File: src/common/bps_map.vh
// Constants for the boot processor select block
`ifndef BPS_MAP_VH
`define BPS_MAP_VH

// ==========================================================
// Clock and timing: one minute of hang at 10 MHz
`define BPS_HANG_CYC 30'h23c34600
`define BPS_HANG_W 30
`define BPS_SETTLE_CYC 8'h20
`define BPS_SETTLE_W 8

// ==========================================================
// Register byte addresses
`define BPS_A_CTRL 4'h0
`define BPS_A_STATUS 4'h4
`define BPS_A_IRQ_ST 4'h8
`define BPS_A_IRQ_MASK 4'hc

// ==========================================================
// Control register fields
`define BPS_C_ELIG 0
`define BPS_C_OVR_EN 1
`define BPS_C_OVR_LO 4
`define BPS_C_OVR_HI 7
`define BPS_CTRL_RST 8'h01

// ==========================================================
// Status register fields
`define BPS_S_STATE_HI 8
`define BPS_S_ST_PASS 9
`define BPS_S_ET_PASS 10
`define BPS_S_PROV_V 11
`define BPS_S_PROV_LO 12
`define BPS_S_FIN_V 16
`define BPS_S_FIN_LO 17
`define BPS_S_BOOT 21
`define BPS_S_IO_DONE 22
`define BPS_S_IO_PASS 23

// ==========================================================
// Interrupt events
`define BPS_IRQ_W 5
`define BPS_EV_PROV 0
`define BPS_EV_FINAL 1
`define BPS_EV_RESEL 2
`define BPS_EV_HANG 3
`define BPS_EV_BOOT 4

`define BPS_NODES 16
`define BPS_RED_PASS 8'hc0
`define BPS_RED_SEC 8'h01

`endif

File: src/bps_pick.v
// Lowest-numbered candidate finder with an explicit override
`timescale 1ns/1ps
module bps_pick (
    cand,
    ovr_en,
    ovr_node,
    found,
    node
);
    input wire [15:0] cand;
    input wire ovr_en;
    input wire [3:0] ovr_node;
    output reg found;
    output reg [3:0] node;
    integer i;
    always @* begin
        found = 1'b0;
        node = 4'h0;
        // Scan downward so the lowest set bit is the last one taken
        for (i = 15; i >= 0; i = i - 1) begin
            if (cand[i]) begin
                found = 1'b1;
                node = i[3:0];
            end
        end
        // Explicit choice wins only if that node is itself a candidate
        if (ovr_en && cand[ovr_node]) begin
            found = 1'b1;
            node = ovr_node;
        end
    end
endmodule

File: src/bps_timer.v
// Restartable up-counter that flags when its limit is reached
`timescale 1ns/1ps
module bps_timer #(
    parameter WIDTH = 8,
    parameter [WIDTH-1:0] LIMIT = {{(WIDTH-1){1'b0}}, 1'b1}
) (
    clk,
    rst_n,
    restart,
    expired
);
    input wire clk;
    input wire rst_n;
    input wire restart;
    output wire expired;
    reg [WIDTH-1:0] count;
    assign expired = (count == LIMIT);
    always @(posedge clk or negedge rst_n) begin
        if (!rst_n) begin
            count <= {WIDTH{1'b0}};
        end else if (restart) begin
            count <= {WIDTH{1'b0}};
        end else if (!expired) begin
            count <= count + {{(WIDTH-1){1'b0}}, 1'b1};
        end
    end
endmodule

File: src/bps_top.v
// Power-up sequencer and boot processor selection for one node
`timescale 1ns/1ps
`include "bps_map.vh"
// Contract
// - Run local self-test at power-up, publish pass bit on shared line.
// - Choose boot processor automatically, all others are secondaries.
// - Default choice is the lowest node number.
// - Skip failing nodes, take next higher passing node.
// - Ineligible nodes never chosen; explicit choice overrides automatic. The hang force takes op_force_node without an eligibility check.
// - Provisional boot node signals start; extended test waits for it.
// - Record extended-test pass bit separately from self-test.
// - Reselect if provisional fails extended test; report final separately.
// - Passing node lights yellow, top two red; bottom red on secondaries.
// - No boot node: no results, yellow off, red shows failing test BCD.
// - In hang, after timeout, operator node request makes that boot node.
// - Boot on console request or reset with auto-start key set.
// - Only the final boot node tests the I/O adapter.
// - Boot node copies changed parameters to secondaries except hidden ones.
module bps_top #(
    parameter [`BPS_HANG_W-1:0] HANG_CYCLES = `BPS_HANG_CYC
) (
    clk,
    rst_b,
    node_id,
    bus_addr,
    bus_wdata,
    bus_wr,
    bus_rd,
    bus_rdata,
    irq,
    self_test_start,
    self_test_done,
    self_test_pass,
    ext_test_start,
    ext_test_done,
    ext_test_pass,
    self_test_result_line_in,
    self_test_result_line_out,
    extended_test_result_line_in,
    extended_test_result_line_out,
    elig_line_in,
    elig_line_out,
    start_line_in,
    start_line_out,
    boot_choice_line_out,
    results_valid,
    fail_test_bcd,
    yellow_led,
    red_led,
    op_force_valid,
    op_force_node,
    console_prompt,
    console_boot_req,
    auto_start_key,
    boot_start,
    io_test_start,
    io_test_done,
    io_test_pass,
    nv_changed,
    nv_hidden,
    nv_copy_start
);
    input wire clk;
    input wire rst_b;
    input wire [3:0] node_id;
    input wire [3:0] bus_addr;
    input wire [31:0] bus_wdata;
    input wire bus_wr;
    input wire bus_rd;
    output reg [31:0] bus_rdata;
    output wire irq;
    output reg self_test_start;
    input wire self_test_done;
    input wire self_test_pass;
    output reg ext_test_start;
    input wire ext_test_done;
    input wire ext_test_pass;
    input wire [15:0] self_test_result_line_in;
    output reg self_test_result_line_out;
    input wire [15:0] extended_test_result_line_in;
    output reg extended_test_result_line_out;
    input wire [15:0] elig_line_in;
    output wire elig_line_out;
    input wire start_line_in;
    output reg start_line_out;
    output reg boot_choice_line_out;
    output reg results_valid;
    input wire [7:0] fail_test_bcd;
    output reg yellow_led;
    output reg [7:0] red_led;
    input wire op_force_valid;
    input wire [3:0] op_force_node;
    output reg console_prompt;
    input wire console_boot_req;
    input wire auto_start_key;
    output reg boot_start;
    output reg io_test_start;
    input wire io_test_done;
    input wire io_test_pass;
    input wire nv_changed;
    input wire nv_hidden;
    output reg nv_copy_start;

    // ======================================================
    // Reset release
    reg [1:0] rst_pipe;
    wire rst_n;
    always @(posedge clk or negedge rst_b) begin
        if (!rst_b) begin
            rst_pipe <= 2'b00;
        end else begin
            rst_pipe <= {rst_pipe[0], 1'b1};
        end
    end
    assign rst_n = rst_pipe[1];

    // ======================================================
    // States
    localparam [8:0] S_SELF = 9'h001;
    localparam [8:0] S_SET1 = 9'h002;
    localparam [8:0] S_SEL1 = 9'h004;
    localparam [8:0] S_WSTART = 9'h008;
    localparam [8:0] S_EXT = 9'h010;
    localparam [8:0] S_SET2 = 9'h020;
    localparam [8:0] S_SEL2 = 9'h040;
    localparam [8:0] S_RUN = 9'h080;
    localparam [8:0] S_HANG = 9'h100;

    reg [8:0] state;
    reg [7:0] ctrl;
    reg [`BPS_IRQ_W-1:0] irq_st;
    reg [`BPS_IRQ_W-1:0] irq_mask;
    reg [`BPS_IRQ_W-1:0] ev;
    reg powered;
    reg [3:0] my_node;
    reg auto_armed;
    reg st_pass;
    reg et_pass;
    reg prov_v;
    reg [3:0] prov_node;
    reg fin_v;
    reg [3:0] fin_node;
    reg io_done_seen;
    reg io_pass;
    reg settle_restart;
    wire settle_done;
    wire hang_done;
    wire found1;
    wire found2;
    wire [3:0] pick1;
    wire [3:0] pick2;
    wire [15:0] cand1;
    wire [15:0] cand2;
    wire is_boot;

    assign elig_line_out = ctrl[`BPS_C_ELIG];
    assign cand1 = self_test_result_line_in & elig_line_in;
    assign cand2 = cand1 & extended_test_result_line_in;
    assign is_boot = fin_v && (fin_node == my_node);
    assign irq = |(irq_st & irq_mask);

    // ======================================================
    // Selection and timers
    bps_pick u_pick1 (
        .cand(cand1),
        .ovr_en(ctrl[`BPS_C_OVR_EN]),
        .ovr_node(ctrl[`BPS_C_OVR_HI:`BPS_C_OVR_LO]),
        .found(found1),
        .node(pick1)
    );
    bps_pick u_pick2 (
        .cand(cand2),
        .ovr_en(ctrl[`BPS_C_OVR_EN]),
        .ovr_node(ctrl[`BPS_C_OVR_HI:`BPS_C_OVR_LO]),
        .found(found2),
        .node(pick2)
    );
    // Peers report at their own pace; a settle window lets slower
    // nodes publish before the choice is frozen
    bps_timer #(
        .WIDTH(`BPS_SETTLE_W),
        .LIMIT(`BPS_SETTLE_CYC)
    ) u_settle (
        .clk(clk),
        .rst_n(rst_n),
        .restart(settle_restart),
        .expired(settle_done)
    );
    // Runs once from power-up, not from hang entry
    bps_timer #(
        .WIDTH(`BPS_HANG_W),
        .LIMIT(HANG_CYCLES)
    ) u_hang (
        .clk(clk),
        .rst_n(rst_n),
        .restart(!powered),
        .expired(hang_done)
    );

    // ======================================================
    // Sequencer
    always @(posedge clk or negedge rst_n) begin
        if (!rst_n) begin
            state <= S_SELF;
            powered <= 1'b0;
            my_node <= 4'h0;
            auto_armed <= 1'b0;
            st_pass <= 1'b0;
            et_pass <= 1'b0;
            prov_v <= 1'b0;
            prov_node <= 4'h0;
            fin_v <= 1'b0;
            fin_node <= 4'h0;
            io_done_seen <= 1'b0;
            io_pass <= 1'b0;
            settle_restart <= 1'b0;
            self_test_start <= 1'b0;
            ext_test_start <= 1'b0;
            start_line_out <= 1'b0;
            io_test_start <= 1'b0;
            boot_start <= 1'b0;
            nv_copy_start <= 1'b0;
            self_test_result_line_out <= 1'b0;
            extended_test_result_line_out <= 1'b0;
            ev <= {`BPS_IRQ_W{1'b0}};
        end else begin
            self_test_start <= 1'b0;
            ext_test_start <= 1'b0;
            start_line_out <= 1'b0;
            io_test_start <= 1'b0;
            boot_start <= 1'b0;
            nv_copy_start <= 1'b0;
            settle_restart <= 1'b0;
            ev <= {`BPS_IRQ_W{1'b0}};
            if (!powered) begin
                // Straps caught on the first edge after release
                powered <= 1'b1;
                my_node <= node_id;
                auto_armed <= auto_start_key;
                self_test_start <= 1'b1;
            end
            case (state)
                S_SELF: begin
                    if (powered && self_test_done) begin
                        st_pass <= self_test_pass;
                        self_test_result_line_out <= self_test_pass;
                        settle_restart <= 1'b1;
                        state <= S_SET1;
                    end
                end
                S_SET1: begin
                    if (settle_done && !settle_restart) begin
                        state <= S_SEL1;
                    end
                end
                S_SEL1: begin
                    if (found1) begin
                        prov_v <= 1'b1;
                        prov_node <= pick1;
                        ev[`BPS_EV_PROV] <= 1'b1;
                        start_line_out <= (pick1 == my_node);
                        state <= S_WSTART;
                    end else begin
                        ev[`BPS_EV_HANG] <= 1'b1;
                        state <= S_HANG;
                    end
                end
                S_WSTART: begin
                    if (start_line_in) begin
                        ext_test_start <= 1'b1;
                        state <= S_EXT;
                    end
                end
                S_EXT: begin
                    if (ext_test_done) begin
                        et_pass <= ext_test_pass;
                        extended_test_result_line_out <= ext_test_pass;
                        settle_restart <= 1'b1;
                        state <= S_SET2;
                    end
                end
                S_SET2: begin
                    if (settle_done && !settle_restart) begin
                        state <= S_SEL2;
                    end
                end
                S_SEL2: begin
                    if (found2) begin
                        fin_v <= 1'b1;
                        fin_node <= pick2;
                        ev[`BPS_EV_FINAL] <= 1'b1;
                        ev[`BPS_EV_RESEL] <= (pick2 != prov_node);
                        io_test_start <= (pick2 == my_node);
                        state <= S_RUN;
                    end else begin
                        ev[`BPS_EV_HANG] <= 1'b1;
                        state <= S_HANG;
                    end
                end
                S_HANG: begin
                    if (hang_done && op_force_valid) begin
                        fin_v <= 1'b1;
                        fin_node <= op_force_node;
                        ev[`BPS_EV_FINAL] <= 1'b1;
                        io_test_start <= (op_force_node == my_node);
                        state <= S_RUN;
                    end
                end
                S_RUN: begin
                    if (is_boot && io_test_done && !io_done_seen) begin
                        io_done_seen <= 1'b1;
                        io_pass <= io_test_pass;
                    end
                    // Auto-start waits for the adapter test to finish
                    if (is_boot && (console_boot_req ||
                        (auto_armed && io_done_seen))) begin
                        boot_start <= 1'b1;
                        auto_armed <= 1'b0;
                        ev[`BPS_EV_BOOT] <= 1'b1;
                    end
                    if (is_boot && nv_changed && !nv_hidden) begin
                        nv_copy_start <= 1'b1;
                    end
                end
                default: begin
                    state <= S_SELF;
                end
            endcase
        end
    end

    // ======================================================
    // Indicators and reporting
    always @(posedge clk or negedge rst_n) begin
        if (!rst_n) begin
            yellow_led <= 1'b0;
            red_led <= 8'h00;
            results_valid <= 1'b0;
            boot_choice_line_out <= 1'b0;
            console_prompt <= 1'b0;
        end else begin
            boot_choice_line_out <= is_boot;
            console_prompt <= is_boot && (state == S_RUN);
            if (state == S_HANG) begin
                yellow_led <= 1'b0;
                red_led <= fail_test_bcd;
                results_valid <= 1'b0;
            end else if (fin_v && st_pass && et_pass) begin
                yellow_led <= 1'b1;
                red_led <= is_boot ? `BPS_RED_PASS :
                    (`BPS_RED_PASS | `BPS_RED_SEC);
                results_valid <= is_boot;
            end else begin
                yellow_led <= 1'b0;
                red_led <= 8'h00;
                results_valid <= is_boot;
            end
        end
    end

    // ======================================================
    // Register port
    always @(posedge clk or negedge rst_n) begin
        if (!rst_n) begin
            ctrl <= `BPS_CTRL_RST;
            irq_mask <= {`BPS_IRQ_W{1'b0}};
            irq_st <= {`BPS_IRQ_W{1'b0}};
            bus_rdata <= 32'h0000_0000;
        end else begin
            if (bus_wr && bus_addr == `BPS_A_CTRL) begin
                ctrl <= bus_wdata[7:0];
            end
            if (bus_wr && bus_addr == `BPS_A_IRQ_MASK) begin
                irq_mask <= bus_wdata[`BPS_IRQ_W-1:0];
            end
            // A new event outranks a clear in the same cycle
            if (bus_wr && bus_addr == `BPS_A_IRQ_ST) begin
                irq_st <= (irq_st & ~bus_wdata[`BPS_IRQ_W-1:0]) | ev;
            end else begin
                irq_st <= irq_st | ev;
            end
            bus_rdata <= 32'h0000_0000;
            if (bus_rd) begin
                case (bus_addr)
                    `BPS_A_CTRL: bus_rdata <= {24'h000000, ctrl};
                    `BPS_A_STATUS: begin
                        bus_rdata <= {8'h00, io_pass, io_done_seen,
                            is_boot, fin_node, fin_v, prov_node,
                            prov_v, et_pass, st_pass, state};
                    end
                    `BPS_A_IRQ_ST: bus_rdata <= {27'h0, irq_st};
                    `BPS_A_IRQ_MASK: bus_rdata <= {27'h0, irq_mask};
                    default: bus_rdata <= 32'h0000_0000;
                endcase
            end
        end
    end
endmodule

File: config.mk
export PLATFORM = sky130hd
export DESIGN_NAME = bps_top
export DESIGN_NICKNAME = d
export VERILOG_FILES = /design/src/bps_pick.v /design/src/bps_timer.v /design/src/bps_top.v
export VERILOG_INCLUDE_DIRS = /design/src /design/src/common
export SDC_FILE = /design/constraint.sdc
export NUM_CORES = 1
export LEC_CHECK = 0
export ABC_AREA = 1
export BUFFER_PORTS_ARGS = -buffer_cell sky130_fd_sc_hd__buf_2
export CORE_ASPECT_RATIO = 1.1
export CORE_UTILIZATION = 49
export DETAILED_ROUTE_END_ITERATION = 7
export PLACE_DENSITY_LB_ADDON = 0.1
export RECOVER_POWER = 100
export SLEW_MARGIN = 15
export SYNTH_ARGS = -nofsm -noshare
export SYNTH_HDL_FRONTEND = slang
export SYNTH_SLANG_ARGS = --single-unit
File: constraint.sdc
create_clock -name clk -period 4.1 [get_ports clk]
set_input_delay 0.205 -clock clk [delete_from_list [all_inputs] [get_ports clk]]
set_output_delay 0.205 -clock clk [all_outputs]
set_load 0.02 [all_outputs]
# ---- Yosys cells after proc, flatten, opt, wreduce, memory -nomap -nowiden
# Index checks and enable logic that the tools add are counted.
dict set report op_classes {
  n_shift 0
  bitwise 8
  muxes 127
  n_reduce_logical 31
  mul 0
  n_lt_le_gt_ge 1
  eq_ne 28
  addsub 2
  div 0
}
# operator count
set op_table {}
lappend op_table {{4-bit 2-to-1 mux} 36}
lappend op_table {{24-bit case mux with 4 select lines} 1}
lappend op_table {{9-bit case mux with 9 select lines} 1}
lappend op_table {{9-bit 2-to-1 mux} 8}
lappend op_table {{1-bit 2-to-1 mux} 64}
lappend op_table {{30-bit 2-to-1 mux} 2}
lappend op_table {{16-bit bitwise AND} 2}
lappend op_table {{32-bit 2-to-1 mux} 1}
lappend op_table {{8-bit 2-to-1 mux} 4}
lappend op_table {{30-bit by 1-bit adder with 30-bit output (second input constant)} 1}
lappend op_table {{30-bit equality test (second input constant)} 1}
lappend op_table {{1-bit logical AND} 18}
lappend op_table {{2-bit != test (second input constant)} 9}
lappend op_table {{4-bit equality test} 4}
lappend op_table {{5-bit bitwise AND} 2}
lappend op_table {{5-bit OR} 2}
lappend op_table {{1-bit case mux with 2 select lines} 5}
lappend op_table {{9-bit by 1-bit equality test with 1-bit output (second input constant)} 1}
lappend op_table {{9-bit by 2-bit equality test with 1-bit output (second input constant)} 1}
lappend op_table {{9-bit by 3-bit equality test with 1-bit output (second input constant)} 1}
lappend op_table {{9-bit by 4-bit equality test with 1-bit output (second input constant)} 1}
lappend op_table {{9-bit by 5-bit equality test with 1-bit output (second input constant)} 1}
lappend op_table {{9-bit by 6-bit equality test with 1-bit output (second input constant)} 1}
lappend op_table {{9-bit by 7-bit equality test with 1-bit output (second input constant)} 1}
lappend op_table {{22 further kinds} 29}
dict set report word_totals {
  mem_bits_rw 0
  memories 0
  latchBits 0
  input_bits 116
  reg_bits 143
  out_inout_bits 54
  romBits 0
}

# ---- Longest topological paths before layout
# Gate-level depths: netlist of run 1.
dict set report logic_depth {
  ltp_word 22
  ltp_mapped 21
  ltp_nobuf 21
}

# ---- Hierarchy
# A second synthesis of run 1 with hierarchy kept.
dict set report hier_totals {
  cells_unflattened 1066
  area_unflattened_um2 7767.4
}
# mod cells_each area_per_inst_um2 n_inst
set modules_own_cells {}
lappend modules_own_cells {bps_top 537 4559.4 1}
lappend modules_own_cells {{bps_timer (u_hang)} 292 1914.3 1}
lappend modules_own_cells {bps_pick 90 425.4 2}
lappend modules_own_cells {{bps_timer (u_settle)} 57 442.9 1}

# ---- Worst setup path after synthesis of run 1
# No wires, ideal clock.
dict set report synth_path {
  path_type {reg2reg}
  start {reg ctrl[5]}
  end {reg fin_node[1]}
  stages_incl_launch_ff 14
  arrival_time_ns 1.675
  setup_ns 0.127
  required_ns 3.973
  path_buffers 1
  setup_slack_ns 2.298
  path_cell_list {dfrtp_1 > inv_1 > clkbuf_1 > o211ai_1 > nand3_1 > nand3_2 > nand3_4 > nand3_2 > nand2_2 > inv_4 > nor2_8 > inv_2 > o211ai_1 > o21ai_1}
}
dict set report synth_via {
  elab_chain_len 6
  word_cells_on_any_way 9
  cone_classes {1 x eq/ne; 6 x mux; 2 x reduce/logical}
}
# element line
set synth_lines {}
lappend synth_lines {{from (decl)} bps_top.v:130} ;# reg [7:0] ctrl;
lappend synth_lines {{from (signal assigned)} bps_top.v:365} ;# ctrl <= `BPS_CTRL_RST;
lappend synth_lines {{from (signal assigned)} bps_top.v:371} ;# ctrl <= bus_wdata[7:0];
lappend synth_lines {{1-bit binary-select mux with 4-bit select} bps_pick.v:27} ;# if (ovr_en && cand[ovr_node]) begin
lappend synth_lines {{1-bit 2-to-1 mux (implied by the code)} bps_pick.v:27}
lappend synth_lines {{1-bit logical AND} bps_pick.v:27}
lappend synth_lines {{4-bit 2-to-1 mux or 1-bit 2-to-1 mux (tied branches)} bps_pick.v:27}
lappend synth_lines {{4-bit 2-to-1 mux or 2-bit != test (tied branches)} --}
lappend synth_lines {{4-bit case mux with 2 select lines or 3-bit AND reduction (tied branches)} --}
lappend synth_lines {{to (signal assigned)} bps_top.v:290} ;# fin_node <= pick2;
lappend synth_lines {{to (signal assigned)} bps_top.v:303} ;# fin_node <= op_force_node;
lappend synth_lines {{to (decl)} bps_top.v:142} ;# reg [3:0] fin_node;
# Several ways; a longest one is shown, not always the timed one. The select of a mux whose other input is x is not followed.
# A chain may end at the register's enable or synchronous reset.

# ---- Worst setup path after layout of run 1
dict set report layout_path {
  start {reg ctrl[4]}
  end {reg fin_node[2]}
}
dict set report layout_via {
  elab_chain_len 6
  word_cells_on_any_way 9
  cone_classes {1 x eq/ne; 6 x mux; 2 x reduce/logical}
}
# element line
set layout_lines {}
lappend layout_lines {{1-bit binary-select mux with 4-bit select (*)} bps_pick.v:27}
lappend layout_lines {{1-bit 2-to-1 mux (implied by the code) (*)} bps_pick.v:27}
lappend layout_lines {{1-bit logical AND (*)} bps_pick.v:27}
lappend layout_lines {{4-bit 2-to-1 mux or 1-bit 2-to-1 mux (tied branches)} bps_pick.v:27}
lappend layout_lines {{4-bit 2-to-1 mux or 2-bit != test (tied branches)} --}
lappend layout_lines {{4-bit case mux with 2 select lines or 3-bit AND reduction (tied branches)} --}
# Every way passes the cells marked *; elsewhere a longest branch is shown, timed or not. The select of a mux whose other input is x is not followed.

==> results of run 1 <==
-- layout make-up --
type                            count  area (um2)  share of cell area
Clock buffer                       21         480              0.0551
Inverter                          159         599              0.0687
Timing Repair Buffer              154         783              0.0898
Clock inverter                     11         148              0.0169
Sequential cell                   134        3360               0.385
Tap cell                          192         240              0.0276
Multi-Input combinational cell    644        3110               0.357
-- sequential cells by signal, summed over array words and instances (netlist names), 2 cells and up --
name            cells
irq_st              5
irq_mask            5
state               9
prov_node           4
ctrl                8
bus_rdata          24
u_hang.count       30
ev                  4
rst_pipe            2
fin_node            4
u_settle.count      8
my_node             4
red_led             8
-- cell usage in the layout (no fill, tap or decap), drive strengths merged --
cell type and n:
xnor2 4, nor3 37, ha 4, clkinvlp 4
dfrtp 132, inv 158, conb 10, nand3 64
nand3b 1, o2bb2ai 4, and3 1, dfstp 2
dlygate4sd3 13, clkbuf 69, a22o 1, mux2 1
o31ai 1, a311oi 1, bufinv 3, o21a 1
xor2 8, a31oi 7, a21oi 45, a221oi 6
o21bai 1, nor3b 4, buf 93, nand4 18
nor4 23, o211ai 10, o21ai 61, clkinv 5
nor2 107, nand2 214, o22ai 2, a211oi 6
a22oi 2
-- logic make-up (layout without fill, tap and decap cells) --
family                     Yosys count  after routing  share of synthesized area
AOI/OAI and AO/OA                  148            148                      0.118
DFF                                134            134                      0.462
and+or+nand+nor                    469            469                      0.295
adders and majority gates            4              4                    0.00689
buffers and inverters              184            345                      0.102
xor gates and xnor gates            12             12                     0.0145
muxes                                1              1                    0.00155
other                                2             10                    0.00103
-- through the flow --
stage                     area [um2]  utilization  worst slack (ps)  power [mW]  hold slack, ps
after floorplan                 7300            -              93.7        2.23           -90.6
after global placement          8110        0.562              1670        2.46           -9.25
after detailed placement        8110        0.562              1660        2.47           -9.20
after CTS                       8870        0.614              1660        4.07            17.5
after global routing            8720        0.604               703        4.27            16.7
final                           8720        0.604              1060        4.03            31.0
-- routing by layer --
layer	up-vias	GRT usage
met5	-	0
li1	3410	-
met4	0	0.0882
met1	3212	0.323
met2	178	0.439
met3	24	0.0411
-- power groups by stage --
stage / logic (mW) / registers (mW) / clock network [mW]
after floorplan: 0.592 / 1.64 / 0
after global placement: 0.820 / 1.64 / 0
after detailed placement: 0.836 / 1.64 / 0
after CTS: 0.848 / 1.62 / 1.61
after global routing: 0.961 / 1.64 / 1.67
final: 0.829 / 1.62 / 1.58
-- how the worst max path moves through the flow --
stage	start	to
2_1_floorplan	rst_pipe[1]$_DFF_PN0_	auto_armed$_DFF_PN0_
3_3_place_gp	ctrl[4]$_DFFE_PN0P_	ev[2]$_DFF_PN0_
3_5_place_dp	ctrl[4]$_DFFE_PN0P_	fin_node[1]$_DFFE_PN0P_
4_1_cts	ctrl[4]$_DFFE_PN0P_	ev[2]$_DFF_PN0_
5_1_grt	ctrl[4]$_DFFE_PN0P_	fin_node[2]$_DFFE_PN0P_
6_report	ctrl[4]$_DFFE_PN0P_	fin_node[2]$_DFFE_PN0P_
-- worst max-delay path: cells and delay by family, from the launching register on --
kind / cells / cell delay (ps)
flops: 1 / 640
compound gates: 4 / 570
simple gates: 6 / 1070
buf+inv: 3 / 640
==> flow_summary.toml, run 1 <==
[detailed_routing]
met2_length_um = 9050
routed_wl_um = 18300
top_layer_used = "met4"
vias_per_cell = 5.19
first_pass_iters = 5
vias = 6824
wl_met3_um = 832
dr.first_iter.drc_count = 500
post_drt_wl_per_cell_um = 13.9
drc = 0
antenna_left = 0
met1_length_um = 8120

[cells_and_area]
n_antenna_cell = 0
finalNetCount = 1230
final_cell_count_no_fill = 1315
fillers = 1383
area_growth_pct = 20.0
final_layout_size_suffix_gt1_frac = 0.124

[status]
violations = "capacitance limit, slew limit"
status = "finished, violations left"

[job]
cap_violations = 1

[clock_network]
cts_setup_buffers = 0
post_cts_resized = 0
cts.sinks = 134
clock_path_buffers = 2
path_clk_slew_ps = 60
cts-hold-fix-buffers = 13
clock_latency_ps = 420
h-tree-depth = 4
cts_buffers = 17
cts_tree = "yes"
cts-root-buf = "clkbuf_16"

[yosys]
synth_area_mm2 = 0.00727
synthFlopType = "dfrtp_1"
async_flop_share = 1.00
yosysUniqueCellTypes = 48
synth_commonest_cells = "nand2_1 (210), inv_1 (152), dfrtp_1 (132), nor2_1 (102), nand3_1 (58)"
synth_seq_area_share = 0.462
synth_edf_count = 0
synth_area_leader_cell = "dfrtp_1"
yosysWarnings = 0
syn_area_per_cell_um2 = 7.62
syn_inst = 954
synth.most_common_cell = "nand2_1"
yosys-top-cells-area = "dfrtp_1 (45%), nand2_1 (11%), inv_1 (7.9%), nor2_1 (5.3%), nand3_1 (4.0%)"
yosysTopAreaCellShare = 0.455
synth_seq_cells = 134

[timing]
period_needed_ps = 3040
worstMarginPinSlew_ps = 2490
setup_tns_ps = 0
finalHoldViolCount = 0
period_share = 0.741
rsz0062_at_grt = "no"
drv_slew = 65
setup_viol = 0
relSlewSlack = -0.659
fmax_mhz = 329
clock_skew_ps = 6.97

[worst_setup_path]
path_class = "flip-flop to flip-flop"
cp_max_fo = 22
rr_endpoint = "fin_node[2]$_DFFE_PN0P_"
max_stage_delay_ps = 640
path_cells = "inv_1 > a21oi_1 > o21ai_0 > nand3_1 > nand3_2 > nand3_4 > nand3_2 > nand2_1 > inv_4 > nor2_1 > inv_2 > o211ai_1 > o21ai_0"
rr_worst_depth = 13
slowest_stage = "dfrtp_1"
r2r_slack_ps = 1060
end_kind = "flip-flop"
worstPathRequired_ps = 4390
startpoint_type = "flip-flop"
r2r_start = "ctrl[4]$_DFFE_PN0P_"
worstPathArrival_ps = 3320

[worst_hold_path]
min_path_cells = 3
hold_path_end = "ext_test_start$_DFF_PN0_"
min_from = "start_line_in"
hold_path.class = "input port to flip-flop"

[global_routing]
grt_first_pass_wirelength_um = 30700
gr-total-overflow = 0
antenna_found_initial = 0
gr-usage-all-layers = 0.253
first_global_vias = 6494
grt_max_degree = 65

[pwr]
swShare = 0.308
leakage_nw = 4.41
pwr_density_cell_mw_per_mm2 = 462
clockPowerShare = 0.393
pwr-share-seq = 0.401
p_int_mw = 2.79
comb_power_share = 0.206
switchingPower_mw = 1.24
ir_worst_vdd_mv = 0.315

[placed_design]
dp_cells = 1270
port_buffers = 137
gp_congestion = 0.897
hpwl_um = 13800

[die]
die_area_mm2 = 0.0153
core_area_mm2 = 0.0144
chipWidth_um = 118
fp.dieH_um = 130
boundaryPins = 170
num_rows = 46
start_util = 0.503
Note: power is estimated with default switching activity, not from simulation.
==> run 2: changes to the inputs <==
- CORE_UTILIZATION: 49 -> 54
- clock period: 4.1 -> 2.9 ns (I/O delays scaled with it)
==> flow_summary.toml, run 2 (synthesis gave the netlist of run 1 again) <==
[timing]
setup_viol = 0
clock_skew_ps = 8.88
period_needed_ps = 2480
rsz0062_at_grt = "no"
setup_tns_ps = 0
worstMarginPinSlew_ps = 1860
fmax_mhz = 404
period_share = 0.854
relSlewSlack = -0.243
finalHoldViolCount = 0
drv_slew = 47

[die]
fp.dieH_um = 124
boundaryPins = 170
chipWidth_um = 113
core_area_mm2 = 0.0132
num_rows = 44
die_area_mm2 = 0.0139
start_util = 0.552

[pwr]
ir_worst_vdd_mv = 0.448
clockPowerShare = 0.380
swShare = 0.315
pwr_density_cell_mw_per_mm2 = 635
switchingPower_mw = 1.76
p_int_mw = 3.83
pwr-share-seq = 0.405
comb_power_share = 0.215
leakage_nw = 4.49

[cells_and_area]
n_antenna_cell = 0
fillers = 1191
largest_reg_flops = 30
final_cell_count_no_fill = 1297
layout_common_cells = "nand2_1 (214), inv_1 (155), dfrtp_1 (132), nor2_1 (105), buf_2 (90)"
largestRegisters = "u_hang.count: 30 flops, bus_rdata: 24 flops, state: 9 flops"
finalNetCount = 1243
top_register = "u_hang.count"
area_growth_pct = 21.1
layout_commonest_cell = "nand2_1"
final_layout_size_suffix_gt1_frac = 0.121

[clock_network]
path_clk_slew_ps = 60
cts_buffers = 17
post_cts_resized = 0
cts_tree = "yes"
cts.sinks = 134
h-tree-depth = 4
cts-root-buf = "clkbuf_16"
cts_setup_buffers = 0
clock_latency_ps = 420
clock_path_buffers = 2
cts-hold-fix-buffers = 24

[status]
violations = "capacitance limit, slew limit"
status = "finished, violations left"

[worst_setup_path]
crit_start = "ctrl[5]$_DFFE_PN0P_"
worstPathRequired_ps = 3200
startpoint_type = "flip-flop"
r2r_start = "ctrl[5]$_DFFE_PN0P_"
end_kind = "flip-flop"
path_class = "flip-flop to flip-flop"
cp_max_fo = 11
worstPathArrival_ps = 2780

[global_routing]
antenna_found_initial = 0
grt_max_degree = 60
grt_first_pass_wirelength_um = 29300
gr-usage-all-layers = 0.269
first_global_vias = 6302
gr-total-overflow = 0

[placed_design]
port_buffers = 137
dp_cells = 1241
hpwl_um = 13200
gp_congestion = 0.902

[detailed_routing]
routed_wl_um = 17800
drc = 0
antenna_left = 0
post_drt_wl_per_cell_um = 13.7
vias = 6711
first_pass_iters = 7
dr.first_iter.drc_count = 398
vias_per_cell = 5.17

[job]
cap_violations = 1

[worst_hold_path]
hold_path.class = "input port to async pin"
==> run 2: routing by layer <==
layer	GRT usage	up-vias	routed length, um
li1	-	3432	-
met1	0.346	3041	8100
met2	0.448	198	8500
met3	0.0511	40	768
met4	0.118	0	467
met5	0	-	0
==> run 2: cell type report <==
cell class / instances / area (um2) / share of cell area
inverters: 159 / 599 / 0.0681
repair buffers: 167 / 917 / 0.104
clock inverters: 10 / 120 / 0.0137
clock buffers: 22 / 464 / 0.0528
well taps: 161 / 201 / 0.0229
multi-input cells: 644 / 3140 / 0.357
flip-flops and latches: 134 / 3360 / 0.381
==> run 2: stage by stage <==
stage / power [mW] / hold WS [ps] / setup WS (ps) / util / instance area [um2]
floorplan: 3.16 / -151 / 673 / - / 7300
global placement: 3.47 / -66.9 / 623 / 0.616 / 8100
detailed placement: 3.50 / -66.0 / 570 / 0.616 / 8100
CTS: 5.65 / 12.4 / 520 / 0.678 / 8930
global route: 5.91 / 34.1 / 164 / 0.669 / 8800
finish: 5.59 / 29.1 / 422 / 0.669 / 8800
==> run 2: power by group through the flow <==
stage                     Sequential (mW)  Clock, mW  Combinational [mW]
after floorplan                      2.32          0               0.837
after global placement               2.29          0                1.18
after detailed placement             2.29          0                1.20
after CTS                            2.26       2.15                1.23
after global routing                 2.29       2.24                1.38
final                                2.27       2.12                1.20
==> run 2: path summary, 6_finish.rpt <==
check	end	slack, ps	depth (start not counted)
setup reg to reg	prov_node[2]$_DFFE_PN0P_	420	11
hold / removal	rst_pipe[0]$_DFF_PN0_	30	2
hold reg to reg	rst_pipe[1]$_DFF_PN0_	350	0
min in group clk	io_done_seen$_DFFE_PN0P_	30	3
max in group asynchronous	bus_rdata[17]$_DFF_PN0_	860	1
setup / recovery	prov_node[2]$_DFFE_PN0P_	420	11
==> run 2: worst max-delay path: stages, from the launching register on <==
cell,delay (ps)
dfrtp_1,590
inv_1,300
a21oi_1,170
o21ai_0,90
nand3_1,110
nand3_1,100
nand3_1,240
nand3_1,170
nand2_1,260
inv_1,160
nand2_1,90
o21ai_0,80
==> run 3: changes to the inputs <==
- PLACE_DENSITY_LB_ADDON: 0.1 -> 0.15
==> flow_summary.toml, run 3 (synthesis gave the netlist of run 1 again) <==
[clock_network]
cts_tree = "yes"
cts.sinks = 134
post_cts_resized = 0
cts_buffers = 17
h-tree-depth = 4
clock_latency_ps = 420
clock_path_buffers = 2
cts_setup_buffers = 0
cts-hold-fix-buffers = 23
cts-root-buf = "clkbuf_16"
path_clk_slew_ps = 60

[timing]
drv_slew = 0
setup_tns_ps = 0
fmax_mhz = 388
clock_skew_ps = 9.03
relSlewSlack = 0.142
finalHoldViolCount = 0
worstMarginPinSlew_ps = 1290
rsz0062_at_grt = "no"
setup_viol = 0
period_needed_ps = 2570
period_share = 0.888

[worst_hold_path]
hold_path_end = "ctrl[7]$_DFFE_PN0P_"
hold_path.class = "input port to flip-flop"
min_from = "bus_wdata[7]"
min_path_cells = 3

[worst_setup_path]
rr_endpoint = "state[1]$_DFFE_PN0P_"
rr_worst_depth = 10
worstPathArrival_ps = 2920
worstPathRequired_ps = 3240
startpoint_type = "flip-flop"
r2r_slack_ps = 330
path_class = "flip-flop to flip-flop"
r2r_start = "state[5]$_DFFE_PN0P_"
end_kind = "flip-flop"
cp_max_fo = 9

[detailed_routing]
vias = 6868
routed_wl_um = 18800
vias_per_cell = 5.30
post_drt_wl_per_cell_um = 14.5
drc = 0
dr.first_iter.drc_count = 523
first_pass_iters = 5
antenna_left = 0

[pwr]
leakage_nw = 4.44
ir_worst_vdd_mv = 0.475
pwr_density_cell_mw_per_mm2 = 634

[die]
die_area_mm2 = 0.0139
boundaryPins = 170
fp.dieH_um = 124
core_area_mm2 = 0.0132
chipWidth_um = 113
num_rows = 44
start_util = 0.552

[placed_design]
port_buffers = 137
gp_congestion = 0.913
hpwl_um = 13600

[cells_and_area]
largest_reg_flops = 30
n_antenna_cell = 0
largestRegisters = "u_hang.count: 30 flops, bus_rdata: 24 flops, state: 9 flops"
fin_util = 0.665
layout_common_cells = "nand2_1 (211), inv_1 (153), dfrtp_1 (132), nor2_1 (103), buf_2 (90)"
top_register = "u_hang.count"
fillers = 1145
layout_commonest_cell = "nand2_1"
area_growth_pct = 20.3
finalNetCount = 1243
final_layout_size_suffix_gt1_frac = 0.123

[global_routing]
antenna_found_initial = 0
first_global_vias = 6557
grt_use_met1 = 0.375
grt_max_degree = 47
grt_first_pass_wirelength_um = 30900
gr-usage-all-layers = 0.287
use_met3 = 0.0589
gr-total-overflow = 0
grt_busiest_layer = "met2"
use_met2 = 0.480

[job]
cap_violations = 0

[status]
status = "complete, no violations"
==> run 3: area by class of cell <==
class,count,area (um2),area share
clock inverters,9,106,0.0122
flip-flops and latches,134,3360,0.384
inverters,159,599,0.0685
clock buffers,21,450,0.0515
multi-input cells,644,3140,0.359
well taps,161,201,0.0230
repair buffers,167,887,0.101
==> run 3: how the worst max path moves through the flow <==
stage	start	to	slack, ps	depth (start not counted)
2_1_floorplan	rst_pipe[1]$_DFF_PN0_	auto_armed$_DFF_PN0_	670	0
3_3_place_gp	ctrl[4]$_DFFE_PN0P_	prov_node[0]$_DFFE_PN0P_	530	11
3_5_place_dp	ctrl[4]$_DFFE_PN0P_	prov_node[0]$_DFFE_PN0P_	500	11
4_1_cts	ctrl[4]$_DFFE_PN0P_	prov_node[2]$_DFFE_PN0P_	440	11
5_1_grt	ctrl[4]$_DFFE_PN0P_	prov_node[2]$_DFFE_PN0P_	110	11
6_report	state[5]$_DFFE_PN0P_	state[1]$_DFFE_PN0P_	330	10
==> run 3: stage by stage <==
stage	instances	setup slack (ps)	area, um2	total power, mW	hold slack [ps]
floorplan	962	673	7300	3.16	-151
global placement	1242	528	8110	3.49	-67.9
detailed placement	1242	505	8110	3.52	-66.9
CTS	1295	444	8900	5.59	6.83
global route	1295	111	8740	5.83	12.1
finish	1295	326	8740	5.54	13.3
==> run 3: worst max-delay path, stage by stage (launching register included) <==
cell      delay, ps
dfrtp_1         420
nor2_1          170
inv_1            90
nor2_1          170
clkinv_1        150
nor3_1          310
clkbuf_1        460
nand2_1         190
nand3_1         310
nor2_1           80
a21oi_1         140
==> run 3: metal layers <==
layer,up-vias,part of all wire
met2,219,0.49
met3,29,0.054
met5,-,0
met1,3183,0.44
li1,3437,-
met4,0,0.017
==> run 3: power breakdown <==
part           total (mW)  switching, mW  leakage, nW  internal (mW)
sequential           2.28          0.191         1.73           2.09
combinational        1.22          0.796         2.44          0.421
clock                2.04          0.770        0.265           1.27
